<file path="config.mk">
export PLATFORM = sky130hd
export DESIGN_NAME = ppsr_top
export DESIGN_NICKNAME = d
export VERILOG_FILES = /design/src/hdl/ppsr_port_slot.v /design/src/hdl/ppsr_top.v /design/src/hdl/ppsr_w1c_flag.v
export VERILOG_INCLUDE_DIRS = /design/src /design/src/hdl
export SDC_FILE = /design/constraint.sdc
export NUM_CORES = 1
export LEC_CHECK = 0
export BUFFER_PORTS_ARGS = -buffer_cell sky130_fd_sc_hd__clkbuf_2
export CORE_MARGIN = 10
export CORE_UTILIZATION = 40
export CTS_CLUSTER_SIZE = 30
export DETAILED_ROUTE_END_ITERATION = 10
export GPL_TIMING_DRIVEN = 0
export PLACE_DENSITY = 0.57
export REMOVE_ABC_BUFFERS = 1
export SLEW_MARGIN = 20
export SYNTH_ARGS = -nofsm -noshare
export SYNTH_HDL_FRONTEND = slang
export SYNTH_HIERARCHICAL = 1
export SYNTH_SLANG_ARGS = --single-unit
</file>
<file path="constraint.sdc">
create_clock -name CLK -period 3.7 [get_ports CLK]
set_input_delay 0.555 -clock CLK [delete_from_list [all_inputs] [get_ports CLK]]
set_output_delay 0.555 -clock CLK [all_outputs]
set_load 0.02 [all_outputs]
</file>
<file path="src/hdl/ppsr_defines.vh">
/*
 Constants for the port status register page block: register addresses,
 field positions, reset values and selector codes.
 Assumes the includer uses a 4-bit register address and 8-bit data.
*/
`ifndef PPSR_DEFINES_VH
`define PPSR_DEFINES_VH

// ----------------------------------------------------------------------------
// Register addresses
// ----------------------------------------------------------------------------
`define PPSR_ADDR_BASE_CTRL   4'h7
`define PPSR_ADDR_LINE_STATE  4'h8
`define PPSR_ADDR_SPEED_EVT   4'h9
`define PPSR_ADDR_VDEP_FIRST  4'h8
`define PPSR_PAGE_MSB         3

// ----------------------------------------------------------------------------
// Base control register fields
// ----------------------------------------------------------------------------
`define PPSR_B_TIMEOUT        0
`define PPSR_B_PORT_EVENT     1
`define PPSR_B_ACCEL          2
`define PPSR_B_MULTI          3
`define PPSR_B_WATCHDOG       4

// ----------------------------------------------------------------------------
// Selector fields, register at address 0x6 of the base page
// ----------------------------------------------------------------------------
`define PPSR_ADDR_SELECT      4'h6
`define PPSR_F_PORT_LO        0
`define PPSR_F_PORT_HI        3
`define PPSR_F_PAGE_LO        5
`define PPSR_F_PAGE_HI        7

// ----------------------------------------------------------------------------
// Page and port codes
// ----------------------------------------------------------------------------
`define PPSR_PAGE_STATUS      3'h0
`define PPSR_PAGE_VID         3'h1
`define PPSR_PAGE_VDEP        3'h7
`define PPSR_PORT_0           4'h0
`define PPSR_PORT_1           4'h1
`define PPSR_PORT_2           4'h2
`define PPSR_NPORTS           3

// ----------------------------------------------------------------------------
// Port status fields
// ----------------------------------------------------------------------------
`define PPSR_P_CONNECT        5
`define PPSR_P_BIAS           6
`define PPSR_P_OFF            7
`define PPSR_P_INTEN          3
`define PPSR_P_FAULT          4

// ----------------------------------------------------------------------------
// Reset values
// ----------------------------------------------------------------------------
`define PPSR_RST_BIT          1'h0
`define PPSR_RST_PAGE         3'h0
`define PPSR_RST_PORT         4'h0
`define PPSR_RST_BYTE         8'h00
`define PPSR_ZERO8            8'h00

// ----------------------------------------------------------------------------
// Vendor identification, arbitrary neutral values
// ----------------------------------------------------------------------------
`define PPSR_COMPLIANCE       8'h01
`define PPSR_VENDOR_ID        24'h123456
`define PPSR_PRODUCT_ID       24'hABCDEF

`endif

</file>
<file path="src/hdl/ppsr_port_slot.v">
/*
 Per-port status slot: samples the port's connect and bias inputs, holds its
 writable bits and reports a change event for the port activity flag.
 Assumes the status inputs are synchronous to CLK.
*/
`timescale 1ns/1ps
`include "ppsr_defines.vh"

module ppsr_port_slot
(
	input  wire       CLK,
	input  wire       RST,
	input  wire [1:0] line_a_state,
	input  wire [1:0] line_b_state,
	input  wire       child_in,
	input  wire       connect_in,
	input  wire       bias_in,
	input  wire [2:0] speed_in,
	input  wire       susp_err_in,
	input  wire       resume_done_in,
	input  wire       wr_line,
	input  wire       wr_speed,
	input  wire [7:0] wdata,
	output wire [7:0] line_byte,
	output wire [7:0] speed_byte,
	output wire       port_off,
	output wire       change_evt,
	output wire       resume_evt
);

	reg        off_reg;
	reg        inten_reg;
	reg        conn_reg;
	reg        bias_reg;
	wire       fault_reg;
	wire       off_next;

	assign off_next = wr_line ? wdata[`PPSR_P_OFF] : off_reg;

	// ------------------------------------------------------------------------
	// Writable bits and sampled status
	// ------------------------------------------------------------------------
	always @(posedge CLK)
	begin
		if (RST)
		begin
			off_reg   <= `PPSR_RST_BIT;
			inten_reg <= `PPSR_RST_BIT;
			conn_reg  <= `PPSR_RST_BIT;
			bias_reg  <= `PPSR_RST_BIT;
		end
		else
		begin
			off_reg  <= off_next;
			conn_reg <= connect_in;
			bias_reg <= bias_in;
			if (wr_speed)
				inten_reg <= wdata[`PPSR_P_INTEN];
		end
	end

	ppsr_w1c_flag u_fault
	(
		.CLK      (CLK),
		.RST      (RST),
		.set_in   (susp_err_in),
		.clr_in   (wr_speed & wdata[`PPSR_P_FAULT]),
		.flag_reg (fault_reg)
	);

	assign port_off   = off_reg;
	assign resume_evt = resume_done_in;
	// Any change of connect, bias, off or fault while enabled.
	assign change_evt = inten_reg & ((connect_in != conn_reg) | (bias_in != bias_reg)
		| (off_next != off_reg) | (susp_err_in & ~fault_reg)
		| (wr_speed & wdata[`PPSR_P_FAULT] & fault_reg & ~susp_err_in));

	assign line_byte  = {off_reg, bias_reg, conn_reg, child_in,
		line_b_state, line_a_state};
	assign speed_byte = {3'h0, fault_reg, inten_reg, speed_in};

endmodule // ppsr_port_slot

</file>
<file path="src/hdl/ppsr_top.v">
/*
 Port status register page with the last base control bits: arbitration
 time-out, port event, acceleration, multi-speed, page and port select.
 Assumes a link-side master with one-cycle strobes, read data a cycle later.
*/
// Operation
// - Arbitration time-out sets expiry flag; reset 0, write 1 clears.
// - Enabled port change of attach, bias, off, fault sets event flag.
// - Resume completion with resume alert enable sets event flag.
// - Acceleration bit enables ack acceleration and fly-by; resets 0.
// - Multi-speed bit: each packet own speed, else first packet speed.
// - Page selector, reset 000, picks page at addresses 8 to 15.
// - Port selector, reset 0000, picks shown port 0, 1 or 2.
// - Reserved bits and addresses of the status page read zero.
// - Line A and B states are 2-bit read-only fields per port; both read the port's one LINE_STATE pair.
// - Downstream bit reads 1 for child, 0 for parent connection.
// - Attachment bit reads connection state and resets to 0.
// - Bias bit reads 1 when bias voltage is present.
// - Per-port off bit is writable and resets to 0.
// - 3-bit negotiated speed field gives peer maximum rate.
// - Per-port change enable, reset 0, gates the port's change events, not resume events.
// - Per-port suspend error bit set on error; write 1 clears.
// - Link-on not raised for loop, fail, time-out if both low.
`timescale 1ns/1ps
`include "ppsr_defines.vh"

module ppsr_top
(
	input  wire       CLK,
	input  wire       RST,
	input  wire [3:0] ADDR,
	input  wire [7:0] WDATA,
	input  wire       WR,
	input  wire       RD,
	output reg  [7:0] RDATA,
	input  wire       ARB_TIMEOUT,
	input  wire       LOOP_EVT,
	input  wire       PWR_FAIL_EVT,
	input  wire       LINK_POWER_STATUS,
	input  wire       REQ_PENDING,
	input  wire [5:0] LINE_STATE,
	input  wire [2:0] CHILD,
	input  wire [2:0] CONNECT,
	input  wire [2:0] BIAS,
	input  wire [8:0] SPEED,
	input  wire [2:0] SUSP_ERR,
	input  wire [2:0] RESUME_DONE,
	output reg  [2:0] PORT_OFF,
	output reg        ACCEL_EN,
	output reg        MULTI_SPEED_EN,
	output reg        LINK_ON_INDICATION
);

	// ------------------------------------------------------------------------
	// Declarations
	// ------------------------------------------------------------------------
	reg        accel_reg;
	reg        multi_reg;
	reg        watchdog_reg;
	reg  [2:0] page_reg;
	reg  [3:0] port_reg;
	reg  [7:0] vdep_mem [0:7];
	reg  [7:0] rdata_next;
	wire       timeout_reg;
	wire       event_reg;
	wire [7:0] line_bytes  [0:2];
	wire [7:0] speed_bytes [0:2];
	wire [2:0] change_evt;
	wire [2:0] resume_evt;
	wire [2:0] off_w;
	wire       wr_base;
	wire       wr_sel;
	wire       upper;
	wire       port_ok;
	wire [1:0] port_idx;
	wire [23:0] vendor_id;
	wire [23:0] product_id;
	integer    i;

	// Decodes a write strobe for one address of the port status page.
	function page_hit;
		input [3:0] addr;
		input [3:0] want;
		input [2:0] page;
		begin
			page_hit = (addr == want) && (page == `PPSR_PAGE_STATUS);
		end
	endfunction

	assign wr_base  = WR && (ADDR == `PPSR_ADDR_BASE_CTRL);
	assign wr_sel   = WR && (ADDR == `PPSR_ADDR_SELECT);
	assign upper    = ADDR[`PPSR_PAGE_MSB];
	assign port_ok  = (port_reg == `PPSR_PORT_0) || (port_reg == `PPSR_PORT_1)
		|| (port_reg == `PPSR_PORT_2);
	assign port_idx = port_reg[1:0];
	assign vendor_id  = `PPSR_VENDOR_ID;
	assign product_id = `PPSR_PRODUCT_ID;

	// ------------------------------------------------------------------------
	// Per-port slots
	// ------------------------------------------------------------------------
	genvar g;
	generate
		for (g = 0; g < `PPSR_NPORTS; g = g + 1)
		begin : gen_port
			ppsr_port_slot u_slot
			(
				.CLK            (CLK),
				.RST            (RST),
				.line_a_state   (LINE_STATE[2*g+1:2*g]),
				.line_b_state   (LINE_STATE[2*g+1:2*g]),
				.child_in       (CHILD[g]),
				.connect_in     (CONNECT[g]),
				.bias_in        (BIAS[g]),
				.speed_in       (SPEED[3*g+2:3*g]),
				.susp_err_in    (SUSP_ERR[g]),
				.resume_done_in (RESUME_DONE[g]),
				.wr_line        (WR && page_hit(ADDR, `PPSR_ADDR_LINE_STATE, page_reg)
					&& port_ok && (port_idx == g)),
				.wr_speed       (WR && page_hit(ADDR, `PPSR_ADDR_SPEED_EVT, page_reg)
					&& port_ok && (port_idx == g)),
				.wdata          (WDATA),
				.line_byte      (line_bytes[g]),
				.speed_byte     (speed_bytes[g]),
				.port_off       (off_w[g]),
				.change_evt     (change_evt[g]),
				.resume_evt     (resume_evt[g])
			);
		end
	endgenerate

	// ------------------------------------------------------------------------
	// Sticky flags
	// ------------------------------------------------------------------------
	ppsr_w1c_flag u_timeout
	(
		.CLK      (CLK),
		.RST      (RST),
		.set_in   (ARB_TIMEOUT),
		.clr_in   (wr_base & WDATA[`PPSR_B_TIMEOUT]),
		.flag_reg (timeout_reg)
	);

	ppsr_w1c_flag u_event
	(
		.CLK      (CLK),
		.RST      (RST),
		.set_in   ((|change_evt) | (watchdog_reg & (|resume_evt))),
		.clr_in   (wr_base & WDATA[`PPSR_B_PORT_EVENT]),
		.flag_reg (event_reg)
	);

	// ------------------------------------------------------------------------
	// Control registers
	// ------------------------------------------------------------------------
	always @(posedge CLK)
	begin
		if (RST)
		begin
			accel_reg    <= `PPSR_RST_BIT;
			multi_reg    <= `PPSR_RST_BIT;
			watchdog_reg <= `PPSR_RST_BIT;
			page_reg     <= `PPSR_RST_PAGE;
			port_reg     <= `PPSR_RST_PORT;
			for (i = 0; i < 8; i = i + 1)
				vdep_mem[i] <= `PPSR_RST_BYTE;
		end
		else
		begin
			if (wr_base)
			begin
				// The link must hold this steady while a request is pending.
				accel_reg    <= WDATA[`PPSR_B_ACCEL];
				multi_reg    <= WDATA[`PPSR_B_MULTI];
				watchdog_reg <= WDATA[`PPSR_B_WATCHDOG];
			end
			if (wr_sel)
			begin
				page_reg <= WDATA[`PPSR_F_PAGE_HI:`PPSR_F_PAGE_LO];
				port_reg <= WDATA[`PPSR_F_PORT_HI:`PPSR_F_PORT_LO];
			end
			// Vendor-dependent array answers only with port 1 selected.
			if (WR && upper && (page_reg == `PPSR_PAGE_VDEP) && (port_reg == `PPSR_PORT_1))
				vdep_mem[ADDR[2:0]] <= WDATA;
		end
	end

	// ------------------------------------------------------------------------
	// Read mux
	// ------------------------------------------------------------------------
	always @*
	begin
		rdata_next = `PPSR_ZERO8;
		if (ADDR == `PPSR_ADDR_BASE_CTRL)
			rdata_next = {3'h0, watchdog_reg, multi_reg, accel_reg, event_reg, timeout_reg};
		else if (ADDR == `PPSR_ADDR_SELECT)
			rdata_next = {page_reg, 1'b0, port_reg};
		else if (upper)
		begin
			case (page_reg)
				`PPSR_PAGE_STATUS:
				begin
					if (port_ok && (ADDR == `PPSR_ADDR_LINE_STATE))
						rdata_next = line_bytes[port_idx];
					else if (port_ok && (ADDR == `PPSR_ADDR_SPEED_EVT))
						rdata_next = speed_bytes[port_idx];
				end
				`PPSR_PAGE_VID:
				begin
					case (ADDR[2:0])
						3'h0: rdata_next = `PPSR_COMPLIANCE;
						3'h2: rdata_next = vendor_id[23:16];
						3'h3: rdata_next = vendor_id[15:8];
						3'h4: rdata_next = vendor_id[7:0];
						3'h5: rdata_next = product_id[23:16];
						3'h6: rdata_next = product_id[15:8];
						3'h7: rdata_next = product_id[7:0];
						default: rdata_next = `PPSR_ZERO8;
					endcase
				end
				`PPSR_PAGE_VDEP:
				begin
					if (port_reg == `PPSR_PORT_1)
						rdata_next = vdep_mem[ADDR[2:0]];
				end
				default: rdata_next = `PPSR_ZERO8;
			endcase
		end
	end

	// ------------------------------------------------------------------------
	// Registered outputs
	// ------------------------------------------------------------------------
	always @(posedge CLK)
	begin
		if (RST)
		begin
			RDATA              <= `PPSR_ZERO8;
			PORT_OFF           <= 3'h0;
			ACCEL_EN           <= `PPSR_RST_BIT;
			MULTI_SPEED_EN     <= `PPSR_RST_BIT;
			LINK_ON_INDICATION <= `PPSR_RST_BIT;
		end
		else
		begin
			RDATA          <= RD ? rdata_next : `PPSR_ZERO8;
			PORT_OFF       <= off_w;
			ACCEL_EN       <= accel_reg;
			MULTI_SPEED_EN <= multi_reg;
			// Suppressed while link power and resume alert are both low.
			LINK_ON_INDICATION <= (LINK_POWER_STATUS | watchdog_reg)
				& (LOOP_EVT | PWR_FAIL_EVT | timeout_reg);
		end
	end

endmodule // ppsr_top

</file>
<file path="src/hdl/ppsr_w1c_flag.v">
/*
 One write-one-to-clear flag that hardware sets.
 Assumes set and clear are one-cycle conditions in the CLK domain.
*/
`timescale 1ns/1ps
`include "ppsr_defines.vh"

module ppsr_w1c_flag
(
	input  wire CLK,
	input  wire RST,
	input  wire set_in,
	input  wire clr_in,
	output reg  flag_reg
);

	// ------------------------------------------------------------------------
	// Flag with set priority
	// ------------------------------------------------------------------------
	always @(posedge CLK)
	begin
		if (RST)
			flag_reg <= `PPSR_RST_BIT;
		else if (set_in)
			flag_reg <= 1'b1;
		else if (clr_in)
			flag_reg <= 1'b0;
	end

endmodule // ppsr_w1c_flag

</file>
==> reports/results.ini <==
[floorplanning]
io_pins = 65
start_util_pct = 40.7
die_w_microns = 141
die_h_microns = 141
core-area_sq_mm = 0.0145
die_area_sq_mm = 0.0200
rows = 44

[global_route]
grt_max_degree = 44
grt_pass1_vias = 3994
grt_util_all_layers_pct = 14.6
grt_antenna_before_repair = 0
gr-total-overflow = 0
grt_pass1_wl_microns = 22800

[cts]
cts_buffer_depth = 2
clock_latency_ps = 350
cts_buffers = 9
cts_sinks = 105
cts_tree = done
htreeDepth = 3
cts_root_buf = clkbuf_16
clk_pin_slew_ps = 70
hold_buffers = 0

[layout]
nets = 610
area_growth_pct = 5.69
drive_gt1_share_pct = 23.2
largest_reg_flops = 64
fillCellCount = 1373
diodes = 0
final_core_util_pct = 43.1
finalInstanceArea_sq_mm = 0.00623

[placed_design]
dpl_worst_slack_ps = 245
dp_hpwl_microns = 9990
gp_congestion = 0.882
dpl-instance-area_sq_mm = 0.00596
numPortBuffers = 63

[hold_path]
hold_end = u_timeout/flag_reg$_SDFFE_PP0P_
min_path_cells = 3
hp-class = primary input to flop
hp-start = ARB_TIMEOUT

[detailed_routing]
routedWlPerCell_microns = 19.2
initialDrtViolationCount = 274
drtAntennaViolNets = 0
route.detailed.drc = 0
num_vias = 3945
firstDrtPassIters = 5
wl_microns = 14300
vias_per_cell = 5.27

[sta]
worst_slew_pin_slew_ps = 1010
rsz0062_at_grt = no
hold_slack_ps = 418
finalMaxSlewViolations = 0
min_period_over_period_pct = 85.8
fin_skew_ps = 7.29
setup_viol = 0
relSlewSlack_pct = 32.8
fin_ws_ps = 526
period_minus_slack_ps = 3170
fmax_mhz = 315
hold_viol = 0

[synthesis]
ys_seq_elements = 105
async_reset_ff_share_pct = 0
yosysWarnings = 6
synth.yosys.seq_area_share_pct = 46.5
synth_cell_types = 52
synthCells = 555
yosys-top-cells-area = edfxtp_1 (33%), dfxtp_1 (14%), and2_1 (7.3%), buf_4 (7.1%), mux2i_1 (6.4%)
yosys.area.top_type = edfxtp_1
syn_avg_cell_area_sq_um = 10.6
synthMostInstantiatedCell = and2_1
synth-edff-count = 64
syn-cell-area_sq_mm = 0.00590
synth_top_area_share_pct = 32.6
synth_commonest_cells = and2_1 (69), edfxtp_1 (64), buf_4 (56)
ys.flop_type = edfxtp_1

[critical_path]
worstPathRequired_ps = 3740
r2r-end = vdep_mem[6][4]$_SDFFCE_PN0P_
cp.arrival_ps = 3220
startpoint_type = flop
r2r_slack_ps = 530
r2r-start = port_reg[0]$_SDFFE_PP0P_
cp_max_fo = 27
path_class = flop to flop
end_kind = flop
rr_worst_depth = 4

[pwr]
power.density_mw_per_mm2 = 387
leakagePower_uw = 0.00228
vdd_drop_max_uv = 198

[run]
maxCapViolations = 0

[run_status]
outcome = finished clean

==> cell usage in the layout, fill, tap and decap left out, types with 3 or more instances in the layout <==
cell / instances
xor2_1: 9
and2_1: 69
nor2_2: 3
inv_1: 11
o211ai_1: 13
conb_1: 9
mux2_2: 13
a31oi_1: 8
a221oi_1: 7
nand2_1: 29
or2_2: 8
a211oi_2: 3
a211oi_1: 4
mux2i_1: 38
nand3b_1: 3
nor3_2: 3
o21ai_0: 17
clkbuf_16: 9
a21oi_1: 10
o22ai_1: 6
edfxtp_1: 64
nor2b_1: 15
a21oi_2: 5
clkbuf_2: 62
nor3_1: 12
nand2b_1: 14
nor4_1: 4
dfxtp_1: 40
nor2_1: 34
mux4_2: 8
==> through the flow <==
| stage | TNS [ps] | std cells | total power (uW) |
|---|---|---|---|
| 2_1_floorplan | 0 | 484 | 1420 |
| 3_3_place_gp | -1180 | 731 | 1530 |
| 3_5_place_dp | 0 | 732 | 1540 |
| 4_1_cts | 0 | 748 | 2430 |
| 5_1_grt | 0 | 748 | 2510 |
| 6_report | 0 | 748 | 2410 |
==> layer usage <==
layer  track usage [%]  share of wire (%)  up-vias
met2              21.7                 45      107
met3              2.70                6.0       15
met4              5.92                2.0        0
met1              20.5                 47     1900
li1                  -                  -     1923
met5                 0                  0        -
==> final cells by class <==
| class | count | area [sq um] | area share, % |
|---|---|---|---|
| Clock buffer | 11 | 233 | 3.73 |
| Clock inverter | 5 | 40.0 | 0.642 |
| Inverter | 11 | 41.3 | 0.662 |
| Sequential cell | 105 | 2740 | 44.0 |
| Tap cell | 184 | 230 | 3.69 |
| Multi-Input combinational cell | 368 | 2610 | 41.8 |
| Timing Repair Buffer | 64 | 338 | 5.42 |
==> report_power, final <==
group	switching [uW]	internal, uW
clock	440	463
sequential	16.3	1270
combinational	138	84.8
total	595	1820
==> logic make-up after synthesis <==
| kind of cell | count (synthesis) | share of synthesized area, % |
|---|---|---|
| other | 3 | 0.191 |
| AOI/OAI and AO/OA | 81 | 9.57 |
| and+or+nand+nor | 210 | 20.6 |
| xor gates and xnor gates | 9 | 1.34 |
| buffers and inverters | 88 | 9.80 |
| muxes | 59 | 12.0 |
| DFF | 105 | 46.5 |
==> worst max-delay path: stages, from the launching register on <==
cell and delay [ps]:
dfxtp_1 900, nor2b_4 610, nand4_4 210, nor3_1 750, or2_2 370
==> worst max path at each step <==
stage | from | endpoint | slack, ps | cells past startpoint
global route | port_reg[0]$_SDFFE_PP0P_ | vdep_mem[6][2]$_SDFFCE_PN0P_ | 280 | 4
floorplan | port_reg[0]$_SDFFE_PP0P_ | vdep_mem[1][0]$_SDFFCE_PN0P_ | 1010 | 5
finish | port_reg[0]$_SDFFE_PP0P_ | vdep_mem[6][4]$_SDFFCE_PN0P_ | 530 | 4
global placement | port_reg[0]$_SDFFE_PP0P_ | vdep_mem[6][5]$_SDFFCE_PN0P_ | -120 | 4
CTS | port_reg[0]$_SDFFE_PP0P_ | vdep_mem[6][4]$_SDFFCE_PN0P_ | 250 | 4
detailed placement | port_reg[0]$_SDFFE_PP0P_ | vdep_mem[6][5]$_SDFFCE_PN0P_ | 250 | 4
==> repair_timing <==
action / CTS / global route
gates resized for setup: 0 / 1
buffers inserted: 0 / 0
endpoints found under the setup margin: 0 / 8
Power figures use the tool's default switching activity.
